**src/hw/prec_pkg.sv**
```systemverilog
// Purpose: shared constants and types for the precision expand/reduce slice
// Assumes: 32-bit operands, 32-bit instruction words
// Notes:   opcode fields and minor codes live here; the bench model writes its own copies
package prec_pkg;
	// ------------------------------------------------------------
	// instruction fields
	// ------------------------------------------------------------
	localparam logic [5:0] MAJOR_GROUP      = 6'h08;
	localparam int         MAJOR_MSB        = 31;
	localparam int         MAJOR_LSB        = 26;
	localparam int         SA_MSB           = 15;
	localparam int         SA_LSB           = 11;
	localparam int         RND_BIT          = 10;
	localparam logic [2:0] EXP_F86          = 3'h4;
	localparam logic [2:0] EXP_F53          = 3'h7;
	localparam logic [2:0] EXP_F20          = 3'h7;
	localparam logic [2:0] RED_F20          = 3'h5;
	localparam logic [6:0] MIN_EXP_LP       = 7'h58;
	localparam logic [6:0] MIN_EXP_LA       = 7'h59;
	localparam logic [6:0] MIN_EXP_RP       = 7'h68;
	localparam logic [6:0] MIN_EXP_RA       = 7'h69;
	localparam logic [6:0] MIN_RED_HB       = 7'h0D;
	localparam logic [6:0] MIN_SHR          = 7'h79;
	localparam logic [7:0] ZERO_BYTE        = 8'h00;
	localparam logic [31:0] RESET_WORD      = 32'h0000_0000;

	// ------------------------------------------------------------
	// operation codes and carriers
	// ------------------------------------------------------------
	typedef enum logic [2:0] {
		op_none,
		op_expand_u8_left_pair,
		op_expand_u8_left_alternate,
		op_expand_u8_right_pair,
		op_expand_u8_right_alternate,
		op_reduce_halfwords_to_bytes,
		op_shift_reduce_words,
		op_shift_round_reduce_words
	} prec_op_t;

	typedef struct packed {
		logic        valid;
		logic [31:0] instr;
		logic [31:0] operand_a;
		logic [31:0] operand_b;
	} prec_req_t;

	typedef struct packed {
		logic        write_en;
		logic        dest_is_b;
		logic        exception;
		logic [31:0] result;
	} prec_rsp_t;
endpackage

```
**src/hw/simd_precision_expand_reduce.sv**
```systemverilog
// Purpose: packed byte/halfword expand and halfword/word reduce, one register stage
// Assumes: decoder hands over the instruction word with both source operands
// Notes:   result appears one cycle after the request; flags are never touched
//
// Operation
// - left pair: bytes 31..24 and 23..16
// - left alternate: bytes 31..24 and 15..8
// - right pair: bytes 15..8 and 7..0
// - right alternate: bytes 23..16 and 7..0
// - expand by eight zero bits above
// - expand decode: group, minor, fixed fields
// - reduce keeps low byte of halfwords
// - operand_a bytes go to upper lanes
// - arithmetic shift, keep low sixteen bits
// - rounding adds one at discarded bit
// - shift count is five unsigned bits
// - saturation flag field never written
// - shift reduce decode, bit 10 rounds
// - no data dependent exceptions
`timescale 1ns/10ps
module simd_precision_expand_reduce (
	// clock and reset
	input  wire logic                  core_clk,
	input  wire logic                  rst_n,
	// decoder request and access permission
	input  wire prec_pkg::prec_req_t   req,
	input  wire logic                  dsp_access_ok,
	// register file write-back
	output prec_pkg::prec_rsp_t        rsp,
	// saturation flag write strobe to control register
	output logic                       sat_flag_we
);
	// ------------------------------------------------------------
	// decode
	// ------------------------------------------------------------
	wire logic        major_hit;
	wire logic [6:0]  minor_hi;
	wire logic [6:0]  minor_lo;
	wire logic        exp_fixed;
	wire logic        red_fixed;
	wire logic [4:0]  shift_count;
	wire logic        rnd;
	prec_pkg::prec_op_t op;

	assign major_hit = req.instr[prec_pkg::MAJOR_MSB:prec_pkg::MAJOR_LSB] == prec_pkg::MAJOR_GROUP;
	assign minor_hi  = req.instr[15:9];
	assign minor_lo  = req.instr[9:3];
	assign exp_fixed = major_hit && req.instr[8:6] == prec_pkg::EXP_F86
		&& req.instr[5:3] == prec_pkg::EXP_F53 && req.instr[2:0] == prec_pkg::EXP_F20;
	assign red_fixed = major_hit && req.instr[2:0] == prec_pkg::RED_F20;
	assign shift_count = req.instr[prec_pkg::SA_MSB:prec_pkg::SA_LSB];
	assign rnd         = req.instr[prec_pkg::RND_BIT];

	// opcode select; expand minor codes sit in 15..9, reduce codes in 9..3
	always_comb begin
		op = prec_pkg::op_none;
		if (exp_fixed && minor_hi == prec_pkg::MIN_EXP_LP) begin
			op = prec_pkg::op_expand_u8_left_pair;
		end else if (exp_fixed && minor_hi == prec_pkg::MIN_EXP_LA) begin
			op = prec_pkg::op_expand_u8_left_alternate;
		end else if (exp_fixed && minor_hi == prec_pkg::MIN_EXP_RP) begin
			op = prec_pkg::op_expand_u8_right_pair;
		end else if (exp_fixed && minor_hi == prec_pkg::MIN_EXP_RA) begin
			op = prec_pkg::op_expand_u8_right_alternate;
		end else if (red_fixed && minor_lo == prec_pkg::MIN_RED_HB) begin
			op = prec_pkg::op_reduce_halfwords_to_bytes;
		end else if (red_fixed && minor_lo == prec_pkg::MIN_SHR) begin
			op = rnd ? prec_pkg::op_shift_round_reduce_words : prec_pkg::op_shift_reduce_words;
		end
	end

	// ------------------------------------------------------------
	// expand datapath
	// ------------------------------------------------------------
	wire logic [31:0] exp_lp;
	wire logic [31:0] exp_la;
	wire logic [31:0] exp_rp;
	wire logic [31:0] exp_ra;
	assign exp_lp = {prec_pkg::ZERO_BYTE, req.operand_a[31:24], prec_pkg::ZERO_BYTE, req.operand_a[23:16]};
	assign exp_la = {prec_pkg::ZERO_BYTE, req.operand_a[31:24], prec_pkg::ZERO_BYTE, req.operand_a[15:8]};
	assign exp_rp = {prec_pkg::ZERO_BYTE, req.operand_a[15:8], prec_pkg::ZERO_BYTE, req.operand_a[7:0]};
	assign exp_ra = {prec_pkg::ZERO_BYTE, req.operand_a[23:16], prec_pkg::ZERO_BYTE, req.operand_a[7:0]};

	// ------------------------------------------------------------
	// reduce datapath
	// ------------------------------------------------------------
	wire logic [31:0] red_hb;
	assign red_hb = {req.operand_a[23:16], req.operand_a[7:0], req.operand_b[23:16], req.operand_b[7:0]};

	// shift with one guard bit so rounding is a single 17-bit add
	wire logic signed [32:0] ext_a;
	wire logic signed [32:0] ext_b;
	wire logic [32:0]        sh_a;
	wire logic [32:0]        sh_b;
	wire logic [16:0]        rnd_a;
	wire logic [16:0]        rnd_b;
	wire logic               add_one;
	wire logic [31:0]        shr_plain;
	wire logic [31:0]        shr_round;
	assign ext_a = $signed({req.operand_a, 1'b0});
	assign ext_b = $signed({req.operand_b, 1'b0});
	assign sh_a  = ext_a >>> shift_count;
	assign sh_b  = ext_b >>> shift_count;
	assign add_one = shift_count != 5'h00;
	assign rnd_a = sh_a[16:0] + {16'h0000, add_one};
	assign rnd_b = sh_b[16:0] + {16'h0000, add_one};
	assign shr_plain = {sh_b[16:1], sh_a[16:1]};
	assign shr_round = {rnd_b[16:1], rnd_a[16:1]};

	// ------------------------------------------------------------
	// result select
	// ------------------------------------------------------------
	logic [31:0] result_nxt;
	wire logic   hit;
	assign hit = req.valid && op != prec_pkg::op_none;
	always_comb begin
		case (op)
			prec_pkg::op_expand_u8_left_pair:       result_nxt = exp_lp;
			prec_pkg::op_expand_u8_left_alternate:  result_nxt = exp_la;
			prec_pkg::op_expand_u8_right_pair:      result_nxt = exp_rp;
			prec_pkg::op_expand_u8_right_alternate: result_nxt = exp_ra;
			prec_pkg::op_reduce_halfwords_to_bytes: result_nxt = red_hb;
			prec_pkg::op_shift_reduce_words:        result_nxt = shr_plain;
			prec_pkg::op_shift_round_reduce_words:  result_nxt = shr_round;
			default:                                result_nxt = prec_pkg::RESET_WORD;
		endcase
	end

	// ------------------------------------------------------------
	// write-back stage
	// ------------------------------------------------------------
	prec_pkg::prec_rsp_t rsp_r;
	prec_pkg::prec_rsp_t rsp_nxt;
	always_comb begin
		rsp_nxt           = '0;
		rsp_nxt.write_en  = hit && dsp_access_ok;
		rsp_nxt.exception = hit && !dsp_access_ok;
		// reduce-to-bytes alone targets a third register
		rsp_nxt.dest_is_b = op != prec_pkg::op_reduce_halfwords_to_bytes;
		rsp_nxt.result    = (hit && dsp_access_ok) ? result_nxt : prec_pkg::RESET_WORD;
	end

	always_ff @(posedge core_clk) begin
		if (!rst_n) begin
			rsp_r <= '0;
		end else begin
			rsp_r <= rsp_nxt;
		end
	end

	assign rsp = rsp_r;

	always_ff @(posedge core_clk) begin
		sat_flag_we <= 1'b0;
	end

	// ------------------------------------------------------------
	// checks
	// ------------------------------------------------------------
	property p_expand_lp;
		@(posedge core_clk) disable iff (!rst_n)
		req.valid && dsp_access_ok && op == prec_pkg::op_expand_u8_left_pair
		|=> rsp.write_en && rsp.result == {8'h00, $past(req.operand_a[31:24]), 8'h00, $past(req.operand_a[23:16])};
	endproperty
	a_expand_lp: assert property (p_expand_lp) else $error("left pair expand wrong");

	property p_expand_la;
		@(posedge core_clk) disable iff (!rst_n)
		req.valid && dsp_access_ok && op == prec_pkg::op_expand_u8_left_alternate
		|=> rsp.result == {8'h00, $past(req.operand_a[31:24]), 8'h00, $past(req.operand_a[15:8])};
	endproperty
	a_expand_la: assert property (p_expand_la) else $error("left alternate expand wrong");

	property p_expand_rp;
		@(posedge core_clk) disable iff (!rst_n)
		req.valid && dsp_access_ok && op == prec_pkg::op_expand_u8_right_pair
		|=> rsp.result == {8'h00, $past(req.operand_a[15:8]), 8'h00, $past(req.operand_a[7:0])};
	endproperty
	a_expand_rp: assert property (p_expand_rp) else $error("right pair expand wrong");

	property p_expand_ra;
		@(posedge core_clk) disable iff (!rst_n)
		req.valid && dsp_access_ok && op == prec_pkg::op_expand_u8_right_alternate
		|=> rsp.result[31:24] == 8'h00 && rsp.result[15:8] == 8'h00
			&& rsp.result[23:16] == $past(req.operand_a[23:16])
			&& rsp.result[7:0] == $past(req.operand_a[7:0]);
	endproperty
	a_expand_ra: assert property (p_expand_ra) else $error("right alternate expand wrong");

	property p_reduce_lanes;
		@(posedge core_clk) disable iff (!rst_n)
		req.valid && dsp_access_ok && op == prec_pkg::op_reduce_halfwords_to_bytes
		|=> !rsp.dest_is_b && rsp.result[31:16] == {$past(req.operand_a[23:16]), $past(req.operand_a[7:0])}
			&& rsp.result[15:0] == {$past(req.operand_b[23:16]), $past(req.operand_b[7:0])};
	endproperty
	a_reduce_lanes: assert property (p_reduce_lanes) else $error("byte reduce lanes wrong");

	property p_shift_plain;
		@(posedge core_clk) disable iff (!rst_n)
		req.valid && dsp_access_ok && op == prec_pkg::op_shift_reduce_words
		|=> rsp.result[15:0] == 16'($signed($past(req.operand_a)) >>> $past(shift_count))
			&& rsp.result[31:16] == 16'($signed($past(req.operand_b)) >>> $past(shift_count));
	endproperty
	a_shift_plain: assert property (p_shift_plain) else $error("shift reduce wrong");

	property p_round_zero;
		@(posedge core_clk) disable iff (!rst_n)
		req.valid && dsp_access_ok && op == prec_pkg::op_shift_round_reduce_words && shift_count == 5'h00
		|=> rsp.result == {$past(req.operand_b[15:0]), $past(req.operand_a[15:0])};
	endproperty
	a_round_zero: assert property (p_round_zero) else $error("zero shift rounding altered value");

	property p_no_access;
		@(posedge core_clk) disable iff (!rst_n)
		hit && !dsp_access_ok |=> rsp.exception && !rsp.write_en && rsp.result == 32'h0000_0000;
	endproperty
	a_no_access: assert property (p_no_access) else $error("write not suppressed without access");

	property p_no_flag;
		@(posedge core_clk) disable iff (!rst_n)
		hit |=> !sat_flag_we [*2];
	endproperty
	a_no_flag: assert property (p_no_flag) else $error("saturation flag written");

	property p_exc_cause;
		@(posedge core_clk) disable iff (!rst_n)
		rsp.exception |-> $past(hit) && !$past(dsp_access_ok);
	endproperty
	a_exc_cause: assert property (p_exc_cause) else $error("exception without permission fault");
endmodule

```
**config.mk**
```make
export PLATFORM = sky130hd
export DESIGN_NAME = simd_precision_expand_reduce
export DESIGN_NICKNAME = d
export VERILOG_FILES = /design/src/hw/prec_pkg.sv /design/src/hw/simd_precision_expand_reduce.sv
export SDC_FILE = /design/constraint.sdc
export NUM_CORES = 1
export LEC_CHECK = 0
export BUFFER_PORTS_ARGS = -buffer_cell sky130_fd_sc_hd__buf_2
export CAP_MARGIN = 20
export CORE_ASPECT_RATIO = 1.2
export CORE_MARGIN = 5
export CORE_UTILIZATION = 45
export DETAILED_ROUTE_END_ITERATION = 16
export HOLD_SLACK_MARGIN = 0.06
export PLACE_DENSITY = 0.67
export SYNTH_ARGS = -nofsm -noshare
export SYNTH_HDL_FRONTEND = slang
export SYNTH_SLANG_ARGS = --single-unit
```
**constraint.sdc**
```tcl
create_clock -name core_clk -period 3.95 [get_ports core_clk]
set_input_delay 0.79 -clock core_clk [delete_from_list [all_inputs] [get_ports core_clk]]
set_output_delay 0.79 -clock core_clk [all_outputs]
set_load 0.02 [all_outputs]
```
==> metrics.yaml <==
synthesis:
  ys_seq_elements: 35
  synth_xor_area_share_pct: 3.018
  syn_inst: 751
  synthTopCellsByArea: "mux4_2, mux2_2, dfxtp_1, mux2i_1, nand2_1"
  synth_nets: 853
  async_reset_ff_share_pct: 0
  syn_area_um2: 6675
  yosysSeqAreaShare_pct: 10.50
  avgSynthCellArea_um2: 8.888
  yosysTopAreaCell: "mux4_2"
  ys_types: 92
  synth_compound_area_share_pct: 21.78
  synth-simple-area-share_pct: 17.83
  synthMuxAreaShare_pct: 38.63
  synth_top_area_share_pct: 13.16
  dominantRegCellSynth: "dfxtp_1"
  synth_edf_count: 0
  synth_fa_ha_area_share_pct: 0.3749
  synth_top_family_by_area: "multiplexers"
  yosys_warnings: 0
clock_tree:
  clkSinkCount: 35
  numCtsBuffers: 5
  clock_path_buffers: 2
  cts_hold_buf: 0
  tritoncts: "built"
  h-tree-depth: 2
  cts_root_buf: "clkbuf_16"
  cts.clk_slew.worst_paths_ps: 50
  cts_setup_buffers: 0
  cts_resized: 0
power_and_ir_drop:
  leakage_nw: 3.392
  ir_drop_mv: 0.1360
  p_per_area_nw_per_um2: 219.4
  power_mw: 1.783
sta:
  rsz0062_at_grt: "false"
  period_minus_slack_ps: 3640
  tightest_slew_ps: 715.1
  finalMaxSlewViolations: 0
  setup_tns_ps: 0
  setup_viol: 0
  timing.fmax_mhz: 274.7
  fin_crit_sh_pct: 92.15
  max-slew-margin-rel_pct: 52.33
  finalHoldViolCount: 0
worst_setup_path:
  critPathLaunchType: "primary input"
  crit_chain: "buf_4, mux4_1, and2_1, o32ai_1, a221o_1, inv_1, ha_1, nand2_1, inv_1, and3_1, buf_4, nand2_1, xnor2_1, o21ai_0"
  path_max_fanout: 25
  end_kind: "flop"
  slowest_delay_ps: 610
  cp.required_ps: 4080
  cp.arrival_ps: 3770
  slowest_stage: "mux4_1"
  cp.buffers_inverters: 4
  critical-path-top-delay-family: "compound AO/OA/AOI/OAI gates"
  path_class: "primary input to flop"
place:
  numPortBuffers: 124
  hpwl_mm: 23.41
  place_congestion: 1.028
finish:
  mostFrequentLayoutCells: "buf_2, buf_4, nand2_1"
  final_layout_size_suffix_gt1_share_pct: 40.15
  fin_nets: 1020
  n_fill_cell: 1389
  antenna_cells: 0
  largest_reg_flops: 35
  final_common_cell: "buf_2"
  syn_to_final_growth_pct: 21.76
global_routing:
  grt_pass1_vias: 7048
  grt_start_max_net_pins: 27
  track_usage_pct: 32.15
  grt_overflow: 0
  grt_pass1_wl_mm: 43.02
  grt_antenna_before_repair: 0
detailed_routing:
  drcViolationCount: 0
  routed_wl_mm: 28.68
  drt_iter0_drc: 900
  drtAntennaViolNets: 0
  vias_per_cell: 6.685
  vias: 7480
  wl_per_cell_um: 25.63
  drtPass1Iterations: 8
worst_hold_path:
  whs_path_depth: 2
  hold_end: "rsp[32]"
  min_path_type: "primary input to flop"
  hold_start: "dsp_access_ok"
run_status:
  status: "completed"
run:
  max-cap-violations: 0
floorplanning:
  dieArea_um2: 17380
  io_pins: 136
  die_x_um: 121.2
  core_area_um2: 14470
  start_util_pct: 46.12
  rows: 48
  chipHeight_um: 143.4
[cell families after synthesis]
family | Yosys count
fa+ha+maj | 2
compound gates | 191
flops | 35
xor+xnor | 23
simple gates | 229
buf+inv | 83
mux | 187
other cells | 1
[cell usage after synthesis, drive strengths merged, types with 8 or more instances]
cell,number
xnor2,13
nand4,9
a222oi,21
o22ai,15
nor2b,10
mux2i,69
o221ai,13
and2,8
inv,10
mux4,47
mux2,71
nand2b,15
dfxtp,35
o211ai,10
o21ai,28
nand3,23
a31oi,9
nor2,41
a21oi,22
nand2,74
clkbuf,26
xor2,10
buf,46
nor3,18
[where the power goes]
group          internal [mW]  switching (mW)
Combinational          0.439           0.551
Clock                  0.313           0.126
Sequential             0.354       0.0000879
[through the flow]
| step | hold WS, ps | std cells | cell area (um^2) | setup slack, ps | util [%] |
|---|---|---|---|---|---|
| detailed placement | 977.0 | 1111 | 7954 | 62.95 | 54.95 |
| floorplan | 867.9 | 751 | 6675 | 571.6 | - |
| global route | 695.1 | 1119 | 8128 | 155.9 | 56.15 |
| finish | 695.1 | 1119 | 8128 | 309.9 | 56.15 |
| global placement | 971.9 | 1111 | 7954 | 24.39 | 54.95 |
| CTS | 688.2 | 1119 | 8128 | 352.3 | 56.15 |
[routing by layer]
metal,vias to the layer above,GRT usage (%),wire (um)
li1,3327,-,-
met1,3557,41.17,11110
met3,121,3.583,2508
met5,-,0,0
met2,475,52.17,12920
met4,0,19.47,2134
[worst max path at each step]
stage               slack, ps      end     from  cells past startpoint
finish                    310  rsp[27]  req[76]                     14
global route              160  rsp[27]  req[76]                     14
CTS                       350  rsp[27]  req[76]                     14
detailed placement         60  rsp[27]  req[76]                     14
global placement           20  rsp[23]  req[76]                     13
floorplan                 570  rsp[21]  req[78]                     15
[final cells by class]
| class | instances | area (um^2) | area share [%] |
|---|---|---|---|
| Tap cell | 200 | 250.2 | 3.079 |
| Inverter | 11 | 41.29 | 0.5080 |
| Clock buffer | 6 | 138.9 | 1.709 |
| Multi-Input combinational cell | 633 | 5453 | 67.09 |
| Timing Repair Buffer | 232 | 1509 | 18.57 |
| Clock inverter | 2 | 35.03 | 0.4310 |
| Sequential cell | 35 | 700.7 | 8.621 |
Power figures use the tool's default switching activity.
